--- src/design/hpc_pkg.sv ---
// Shared constants for the downstream port power control block.
// Assumes one 10 MHz core clock and a synchronous, active-high reset.
// How it works
// - After reset use individual port control unless configuration selects ganged mode.
// - Ganged mode comes only from the serial slave or one-time configuration.
// - Ganged: one shared pin switches power and senses over-current for all ports.
// - Ganged: an over-current on the shared pin flags every port at once.
// - Individual: each port has one two-way pin for enable and sense.
// - Power off: drive pin low and switch its pull-up off.
// - Power on: release driver, enable pull-up, pin becomes open drain.
// - While powered, a low sensed on the pin may mean over-current.
// - Filter the sense input so short transients are not faults.
// - Battery charging is enabled per port, any subset.
// - Per port, signal presence of a high-current charging supply on control pins; the code drives chargeEn_q on them in ganged mode only, power or not.
// - Continuous low of programmed width, 0 to 15 ms, default 5 ms, is over-current.
// - Two low groups within a rolling window, default 20 ms, is over-current.
// - Ignore the sense input for a lockout time after power on, default 10 ms.
package hpc_pkg;
	localparam int          NUM_PORTS     = 7;
	localparam int          CLK_PERIOD_NS = 100;
	localparam int          MS_PERIOD_NS  = 1000000;
	localparam int          MS_CYCLES     = MS_PERIOD_NS / CLK_PERIOD_NS;
	localparam logic [3:0]  MIN_WIDTH_RST = 4'h5;
	localparam logic [7:0]  INACTIVE_RST  = 8'h14;
	localparam logic [7:0]  LOCKOUT_RST   = 8'h0a;
	localparam logic        GANG_RST      = 1'b0;
endpackage

--- src/design/hpc_cfg_if.sv ---
// Filter timing settings and millisecond tick handed from top to each filter.
// Assumes every signal is on the core clock.
`timescale 1ns/100ps
`default_nettype none
interface hpc_cfg_if;
	logic       msTick;   // One-cycle pulse each millisecond
	logic [3:0] minWidth; // Single-pulse width in ms
	logic [7:0] inactive; // Double-pulse window in ms
	logic [7:0] lockout;  // Turn-on lockout in ms
	modport src (output msTick, output minWidth, output inactive, output lockout);
	modport dst (input msTick, input minWidth, input inactive, input lockout);
endinterface
`default_nettype wire

--- src/design/hpc_oc_filter.sv ---
// Over-current sense filter for one port: lockout, single and double pulse detect.
// Assumes senseLow is already synchronised to ref_clk.
`timescale 1ns/100ps
`default_nettype none
module hpc_oc_filter
(
	input  wire logic ref_clk,  // Core clock
	input  wire logic reset,    // Synchronous reset, active high
	hpc_cfg_if.dst    cfg,      // Timing settings and ms tick
	input  wire logic enable,   // Port power on
	input  wire logic senseLow, // Pin seen low
	output logic      ocDetect  // One-cycle over-current pulse
);
	logic       enPrev_q;
	logic [7:0] lockCnt_q;
	logic [3:0] lowMs_q;
	logic       lowPrev_q;
	logic [7:0] winCnt_q;
	logic       tripped_q;
	logic       ocDetect_q;
	logic       powerRise;
	logic       active;
	logic       lowNow;
	logic       groupStart;
	logic       singleHit;
	logic       doubleHit;

	// Sense is looked at only while powered and out of lockout
	assign powerRise  = enable && !enPrev_q;
	assign active     = enable && !powerRise && (lockCnt_q == 8'h00);
	assign lowNow     = active && senseLow;
	assign groupStart = lowNow && !lowPrev_q;
	assign singleHit  = lowNow && (lowMs_q >= cfg.minWidth);
	assign doubleHit  = groupStart && (winCnt_q != 8'h00);
	assign ocDetect   = ocDetect_q;

	// Lockout timer restarts at every power-on edge
	always_ff @(posedge ref_clk)
	begin
		if (reset || !enable)
			lockCnt_q <= 8'h00;
		else if (powerRise)
			lockCnt_q <= cfg.lockout;
		else if (cfg.msTick && lockCnt_q != 8'h00)
			lockCnt_q <= lockCnt_q - 8'h01;
		enPrev_q <= reset ? 1'b0 : enable;
	end

	// Length of the current low run in whole ms
	always_ff @(posedge ref_clk)
	begin
		if (reset || !lowNow)
			lowMs_q <= 4'h0;
		else if (cfg.msTick && lowMs_q != 4'hf)
			lowMs_q <= lowMs_q + 4'h1;
		lowPrev_q <= reset ? 1'b0 : lowNow;
	end

	// Rolling window opened by the first low group
	always_ff @(posedge ref_clk)
	begin
		if (reset || !active)
			winCnt_q <= 8'h00;
		else if (groupStart && winCnt_q == 8'h00)
			winCnt_q <= cfg.inactive;
		else if (cfg.msTick && winCnt_q != 8'h00)
			winCnt_q <= winCnt_q - 8'h01;
	end

	// One report per powered period
	always_ff @(posedge ref_clk)
	begin
		if (reset || !enable)
		begin
			tripped_q  <= 1'b0;
			ocDetect_q <= 1'b0;
		end
		else
		begin
			ocDetect_q <= (singleHit || doubleHit) && !tripped_q;
			if (singleHit || doubleHit)
				tripped_q <= 1'b1;
		end
	end

	a_lockout_quiet: assert property (@(posedge ref_clk) disable iff (reset)
		(lockCnt_q != 8'h00) |=> !ocDetect_q)
		else $error("over-current reported during lockout");
	a_unpowered_quiet: assert property (@(posedge ref_clk) disable iff (reset)
		!enable |=> !ocDetect_q)
		else $error("over-current reported while unpowered");
	a_double_window: assert property (@(posedge ref_clk) disable iff (reset)
		(groupStart && winCnt_q != 8'h00 && !tripped_q) |=> ocDetect_q)
		else $error("second low group inside window not reported");
	a_transient_filter: assert property (@(posedge ref_clk) disable iff (reset)
		(ocDetect_q && cfg.minWidth != 4'h0 && !$past(doubleHit)) |-> $past(lowMs_q != 4'h0))
		else $error("short low reported as over-current");
	c_single_trip: cover property (@(posedge ref_clk) disable iff (reset) singleHit && !tripped_q);
	c_double_trip: cover property (@(posedge ref_clk) disable iff (reset) doubleHit && !tripped_q);
endmodule
`default_nettype wire

--- src/design/hpc_port_ctl.sv ---
// Top of the downstream port power control: pin drive, sense, flags, charge indicator.
// Assumes pin inputs are asynchronous and config inputs are on ref_clk.
`timescale 1ns/100ps
`default_nettype none
module hpc_port_ctl
#(
	parameter int NPORT     = hpc_pkg::NUM_PORTS,
	parameter int MS_CYCLES = hpc_pkg::MS_CYCLES
)
(
	input  wire logic             ref_clk,          // Core clock, 10 MHz
	input  wire logic             reset,            // Synchronous reset, active high
	input  wire logic             gangModeCfg,      // Ganged mode from serial slave or OTP
	input  wire logic [NPORT-1:0] chargeEnCfg,      // Per-port charging enable config
	input  wire logic [NPORT-1:0] portPowerOn,      // Per-port power request from hub
	input  wire logic [NPORT-1:0] ocClear,          // Per-port flag clear from hub
	input  wire logic             timingWr,         // Load the three timing values
	input  wire logic [3:0]       minWidthWr,       // Single-pulse width in ms
	input  wire logic [7:0]       inactiveWr,       // Double-pulse window in ms
	input  wire logic [7:0]       lockoutWr,        // Turn-on lockout in ms
	input  wire logic             sharedCtlIn,      // Shared pin level
	output logic                  sharedCtlOut,     // Shared pin drive value
	output logic                  sharedCtlOe,      // Shared pin driver on
	output logic                  sharedPullupEn,   // Shared pin pull-up on
	input  wire logic [NPORT-1:0] portCtlIn,        // Per-port pin levels
	output logic      [NPORT-1:0] portCtlOut,       // Per-port pin drive values
	output logic      [NPORT-1:0] portCtlOe,        // Per-port pin drivers on
	output logic      [NPORT-1:0] portPullupEn,     // Per-port pull-ups on
	output logic      [NPORT-1:0] chargeSupplyInd,  // Charging supply present per port
	output logic      [NPORT-1:0] ocFlag,           // Sticky over-current flags
	output logic                  ocService,        // Some port needs servicing
	output logic                  gangMode          // Latched port control mode
);
	localparam logic [15:0] MS_LAST = 16'(MS_CYCLES - 1);

	hpc_cfg_if cfgBus ();

	logic             cfgLoaded_q;
	logic             gangMode_q;
	logic [NPORT-1:0] chargeEn_q;
	logic [3:0]       minWidth_q;
	logic [7:0]       inactive_q;
	logic [7:0]       lockout_q;
	logic [15:0]      msCnt_q;
	logic             msTick_q;
	logic             shMeta_q;
	logic             shSync_q;
	logic [NPORT-1:0] pMeta_q;
	logic [NPORT-1:0] pSync_q;
	logic             gangPower;
	logic [NPORT-1:0] chEnable;
	logic [NPORT-1:0] chSenseLow;
	logic [NPORT-1:0] chDetect;
	logic             sharedCtlOut_q;
	logic             sharedCtlOe_q;
	logic             sharedPullupEn_q;
	logic [NPORT-1:0] portCtlOut_q;
	logic [NPORT-1:0] portCtlOe_q;
	logic [NPORT-1:0] portPullupEn_q;
	logic [NPORT-1:0] chargeSupplyInd_q;
	logic [NPORT-1:0] ocFlag_q;
	logic             ocService_q;

	// Mode and charging set are caught once, on the first edge after reset
	always_ff @(posedge ref_clk)
	begin
		if (reset)
		begin
			cfgLoaded_q <= 1'b0;
			gangMode_q  <= hpc_pkg::GANG_RST;
			chargeEn_q  <= '0;
		end
		else if (!cfgLoaded_q)
		begin
			cfgLoaded_q <= 1'b1;
			gangMode_q  <= gangModeCfg;
			chargeEn_q  <= chargeEnCfg;
		end
	end

	// Filter timing values, documented defaults after reset
	always_ff @(posedge ref_clk)
	begin
		if (reset)
		begin
			minWidth_q <= hpc_pkg::MIN_WIDTH_RST;
			inactive_q <= hpc_pkg::INACTIVE_RST;
			lockout_q  <= hpc_pkg::LOCKOUT_RST;
		end
		else if (timingWr)
		begin
			minWidth_q <= minWidthWr;
			inactive_q <= inactiveWr;
			lockout_q  <= lockoutWr;
		end
	end

	// Millisecond tick divider
	always_ff @(posedge ref_clk)
	begin
		if (reset || msCnt_q == MS_LAST)
			msCnt_q <= 16'h0000;
		else
			msCnt_q <= msCnt_q + 16'h0001;
		msTick_q <= !reset && (msCnt_q == MS_LAST);
	end

	assign cfgBus.msTick   = msTick_q;
	assign cfgBus.minWidth = minWidth_q;
	assign cfgBus.inactive = inactive_q;
	assign cfgBus.lockout  = lockout_q;

	// Two-flop synchronisers on every pin input
	always_ff @(posedge ref_clk)
	begin
		shMeta_q <= sharedCtlIn;
		shSync_q <= shMeta_q;
		pMeta_q  <= portCtlIn;
		pSync_q  <= pMeta_q;
	end

	assign gangPower = |portPowerOn;

	// One filter per port; in ganged mode all see the shared pin
	generate
		for (genvar i = 0; i < NPORT; i++)
		begin : g_port
			assign chEnable[i]   = gangMode_q ? gangPower : portPowerOn[i];
			assign chSenseLow[i] = gangMode_q ? !shSync_q : !pSync_q[i];
			hpc_oc_filter u_filter
			(
				.ref_clk  (ref_clk),
				.reset    (reset),
				.cfg      (cfgBus.dst),
				.enable   (chEnable[i]),
				.senseLow (chSenseLow[i]),
				.ocDetect (chDetect[i])
			);
		end
	endgenerate

	// Pin drive: off drives low without pull-up, on releases with pull-up; in ganged mode port pins drive chargeEn_q
	always_ff @(posedge ref_clk)
	begin
		if (reset)
		begin
			sharedCtlOut_q   <= 1'b0;
			sharedCtlOe_q    <= 1'b1;
			sharedPullupEn_q <= 1'b0;
			portCtlOut_q     <= '0;
			portCtlOe_q      <= '1;
			portPullupEn_q   <= '0;
		end
		else
		begin
			sharedCtlOut_q   <= 1'b0;
			sharedCtlOe_q    <= !(gangMode_q && gangPower);
			sharedPullupEn_q <= gangMode_q && gangPower;
			if (gangMode_q)
			begin
				portCtlOut_q   <= chargeEn_q;
				portCtlOe_q    <= '1;
				portPullupEn_q <= '0;
			end
			else
			begin
				portCtlOut_q   <= '0;
				portCtlOe_q    <= ~portPowerOn;
				portPullupEn_q <= portPowerOn;
			end
		end
	end

	// Charging supply indicator per configured, powered port
	always_ff @(posedge ref_clk)
	begin
		if (reset)
			chargeSupplyInd_q <= '0;
		else
			chargeSupplyInd_q <= chargeEn_q & chEnable;
	end

	// Sticky flags, a new detection wins over a clear in the same cycle
	always_ff @(posedge ref_clk)
	begin
		if (reset)
		begin
			ocFlag_q    <= '0;
			ocService_q <= 1'b0;
		end
		else
		begin
			ocFlag_q    <= (ocFlag_q & ~ocClear) | chDetect;
			ocService_q <= |chDetect;
		end
	end

	assign sharedCtlOut    = sharedCtlOut_q;
	assign sharedCtlOe     = sharedCtlOe_q;
	assign sharedPullupEn  = sharedPullupEn_q;
	assign portCtlOut      = portCtlOut_q;
	assign portCtlOe       = portCtlOe_q;
	assign portPullupEn    = portPullupEn_q;
	assign chargeSupplyInd = chargeSupplyInd_q;
	assign ocFlag          = ocFlag_q;
	assign ocService       = ocService_q;
	assign gangMode        = gangMode_q;

	a_mode_held: assert property (@(posedge ref_clk) disable iff (reset)
		cfgLoaded_q |=> $stable(gangMode_q) && $stable(chargeEn_q))
		else $error("latched mode or charge setting changed");
	a_mode_default: assert property (@(posedge ref_clk)
		reset |=> !gangMode_q)
		else $error("mode not individual after reset");
	a_off_drive_low: assert property (@(posedge ref_clk) disable iff (reset)
		(!gangMode_q && !portPowerOn[0]) |=> portCtlOe[0] && !portCtlOut[0] && !portPullupEn[0])
		else $error("unpowered port pin not driven low");
	a_on_open_drain: assert property (@(posedge ref_clk) disable iff (reset)
		(!gangMode_q && portPowerOn[0]) |=> !portCtlOe[0] && portPullupEn[0])
		else $error("powered port pin not released");
	a_gang_pin: assert property (@(posedge ref_clk) disable iff (reset)
		(gangMode_q && gangPower) |=> !sharedCtlOe && sharedPullupEn)
		else $error("shared pin not released in ganged mode");
	a_gang_all_flags: assert property (@(posedge ref_clk) disable iff (reset)
		(gangMode_q && chDetect[0]) |=> &ocFlag_q)
		else $error("ganged over-current did not flag all ports");
	a_flag_sticky: assert property (@(posedge ref_clk) disable iff (reset)
		(ocFlag_q[0] && !ocClear[0]) |=> ocFlag_q[0] [*1] ##0 ocFlag[0])
		else $error("over-current flag dropped without clear");
	a_service_req: assert property (@(posedge ref_clk) disable iff (reset)
		chDetect[0] |=> ocService && ocFlag[0])
		else $error("detection did not request service");
	a_charge_ind: assert property (@(posedge ref_clk) disable iff (reset)
		!chargeEn_q[0] |=> !chargeSupplyInd[0])
		else $error("charge indicator on an unconfigured port");
	c_gang_trip: cover property (@(posedge ref_clk) disable iff (reset) gangMode_q && chDetect[0]);
	c_indiv_trip: cover property (@(posedge ref_clk) disable iff (reset) !gangMode_q && chDetect[0]);
	c_clear_flag: cover property (@(posedge ref_clk) disable iff (reset) ocFlag_q[0] && ocClear[0]);
endmodule
`default_nettype wire

--- config.mk ---
export PLATFORM = sky130hd
export DESIGN_NAME = hpc_port_ctl
export DESIGN_NICKNAME = d
export VERILOG_FILES = /design/src/design/hpc_pkg.sv /design/src/design/hpc_cfg_if.sv /design/src/design/hpc_oc_filter.sv /design/src/design/hpc_port_ctl.sv
export SDC_FILE = /design/constraint.sdc
export NUM_CORES = 1
export LEC_CHECK = 0
export CAP_MARGIN = 5
export CORE_UTILIZATION = 55
export DETAILED_ROUTE_END_ITERATION = 10
export DONT_BUFFER_PORTS = 1
export PLACE_DENSITY = 0.77
export RECOVER_POWER = 100
export SLEW_MARGIN = 5
export SYNTH_ARGS = -nofsm -noshare
export SYNTH_HDL_FRONTEND = slang
export SYNTH_HIERARCHICAL = 1
export SYNTH_SLANG_ARGS = --single-unit
--- constraint.sdc ---
create_clock -name ref_clk -period 2.2 [get_ports ref_clk]
set_input_delay 0.33 -clock ref_clk [delete_from_list [all_inputs] [get_ports ref_clk]]
set_output_delay 0.33 -clock ref_clk [all_outputs]
set_load 0.05 [all_outputs]
==> metrics <==
wire per inst 19.8 um; total CTS buffers 28; WHS Endpoint portPullupEn[5]; Routed WL 38.4 mm; Post-Synthesis Cells 1,493; hold-critical path depth 2; Max-slew headroom 22.1%; Worst Tran Pin Value 1.17 ns; ANT nets after route 0; max-slew violation count 0; #FFs+latches synth 268; DR iter-0 viols 1,213; WP data arrival 2.75 ns; Fin. Hold Viols 0; Hold WC Path Type in -> reg; CP required 2.68 ns; dpl ws -0.00738 ns; first-pass GRT wire length 58.9 mm; Die Span Y 158 um; RR Endpoint g_port[2].u_filter/winCnt_q[2]; Worst R2R Setup Slack -0.07 ns; total congestion overflow 0; die width 158 um; crit path time final 2.27 ns; worst skew pair latency 0.57 ns; setup slack after layout -0.0706 ns; initial antenna violation count 1; Post-synth top cells dfxtp_1, nor2_1, a21oi_1; fraction of registers with async set/reset 0%; top post-synthesis cells by area dfxtp_1, ha_1, a21oi_1; Lkg Pwr 6.22 nW; status complete, but fails checks; min-delay src portPowerOn[5]; Ys Warns 6; vias in the first global route 11,500; overall power 11.5 mW; DR pass1 iterations 8; maxcap violations 0; Synth Area per Inst 8.91 um2; Yosys top cell by area dfxtp_1; WP buf/inv 3; Cell Pwr Density 731 nW/um2; CP max stage cell or4b_4; CP delay by family, top simple AND/OR/NAND/NOR gates; Ports 93; fin nets 1,716; sequential area share after synthesis 40.3%; pin count of the biggest net entering global routing 38; setup_tns -0.229 ns; fraction of layout cells with a size suffix above 1 13.8%; IO buf count 0; Placeable Area 23,600 um2; GPL Wtd Cong 0.926; TritonCTS clock tree yes; Area Overhead vs Synth 17.8%; final worst path period share 103%; drt drc 0; vias post-DR 12,000; final setup skew 0.0387 ns; unique cell type count in the Yosys netlist 60; Initial Util 56.3%; peak supply drop 0.585 mV; mapped cell area 13,300 um2; final setup fails 6; Clock Tree Buf Depth 3; Largest stage delay, worst path 0.52 ns; Post-synth top flop dfxtp_1; clock sink count 268; CP startpoint kind register; Fillers 1,824; CP Class reg -> reg; CP max FO 4; most common cell in the synthesized netlist dfxtp_1; CTS HTree Levels 1; CTS Root Cell clkbuf_16; reg2reg path depth 8; num rows 56; Critical Path, Cell by Cell inv_2 > ha_1 > or4b_4 > nor4_4 > buf_4 > buf_4 > nand3_1 > a31oi_1; Global Route Usage Sum 30.3%; Worst setup EP type register; Die ar. 24,800 um2; vias per cell 6.17; Post-synth EDFFs 0; Final HPWL DP 24.0 mm; Syn Nets 1,610; Worst R2R Start g_port[2].u_filter/winCnt_q[0]; failing checks setup timing; clk slew on worst S/H paths 0.06 ns; Max Clk Rate 440 MHz; share of the synthesized area in the top cell type 40.3%; Most common cell on crit path buf_4
[flip-flops by register name, indices dropped and copies added (netlist names), 8 cells and up]
name	flops
g_port.u_filter/lockCnt_q	56
g_port.u_filter/winCnt_q	56
g_port.u_filter/lowMs_q	28
msCnt_q	16
cfgBus.inactive	8
cfgBus.lockout	8
[how the worst max path moves through the flow]
stage                                         from                             end  slack [ns]  cells past startpoint
finish              g_port[2].u_filter/winCnt_q[0]  g_port[2].u_filter/winCnt_q[2]       -0.07                      8
global route        g_port[2].u_filter/winCnt_q[1]  g_port[2].u_filter/winCnt_q[2]       -0.07                      8
CTS                 g_port[5].u_filter/winCnt_q[0]    g_port[5].u_filter/tripped_q       0.005                      6
detailed placement                  portPowerOn[0]  g_port[3].u_filter/winCnt_q[0]      -0.007                      9
global placement                    portPowerOn[0]  g_port[5].u_filter/winCnt_q[0]        0.06                      9
floorplan                                 gangMode  g_port[0].u_filter/winCnt_q[0]        0.01                      8
[cells by family after synthesis]
family,after synthesis,synth area share [%]
compound gates,329,16.8
mux,42,3.29
flops,268,40.3
xor+xnor,77,5.07
buf+inv,162,4.85
fa+ha+maj,64,6.02
simple gates,550,23.6
other cells,1,0.0282
[layout by cell type (no fill, tap or decap), types with 56 or more instances in the layout]
master         instances
a21oi_1              105
buf_4                 56
dfxtp_1              265
dlygate4sd3_1         63
ha_1                  64
inv_1                101
nand2_1               76
nand3_1               66
nor2_1               131
o21ai_0               64
[layer usage]
metal,GRT usage (%),share of wire [%],vias to the layer above
met3,5.67,8.6,170
met2,50.4,45,629
met4,17.5,5.6,0
met1,36.6,41,5607
li1,-,-,5572
met5,0,0,-
[power breakdown]
part	switching (mW)	total, mW	internal [mW]
logic	0.713	1.23	0.513
clock network	1.99	4.95	2.95
registers	0.283	5.29	5.01
[stage by stage]
| step | cells | instance area [um2] | hold slack, ns | util, % |
|---|---|---|---|---|
| after floorplan | 1493 | 13300 | 0.310 | - |
| after global placement | 1815 | 13900 | 0.311 | 59.0 |
| after detailed placement | 1815 | 13900 | 0.312 | 59.0 |
| after CTS | 1931 | 15600 | 0.00199 | 66.0 |
| after global routing | 1940 | 15700 | 0.0190 | 66.4 |
| final | 1940 | 15700 | 0.0140 | 66.4 |
[timing repair]
action	CTS	global route
hold buffers	64	0
pin swaps	1	15
hold endpoints to repair	63	0
resized for setup	1	36
gates cloned	0	0
setup endpoints to repair	2	61
buffers inserted	1	8
[area by class of cell]
cell class / count / area [um2] / area share [%]
Inverter: 105 / 394 / 2.51
Clock inverter: 12 / 149 / 0.950
Timing Repair Buffer: 133 / 1140 / 7.27
Sequential cell: 268 / 5370 / 34.3
Tap cell: 319 / 399 / 2.55
Antenna cell: 1 / 2.50 / 0.0160
Multi-Input combinational cell: 1063 / 7390 / 47.2
Clock buffer: 39 / 822 / 5.24
No activity file was read; power rests on OpenSTA's default activity.
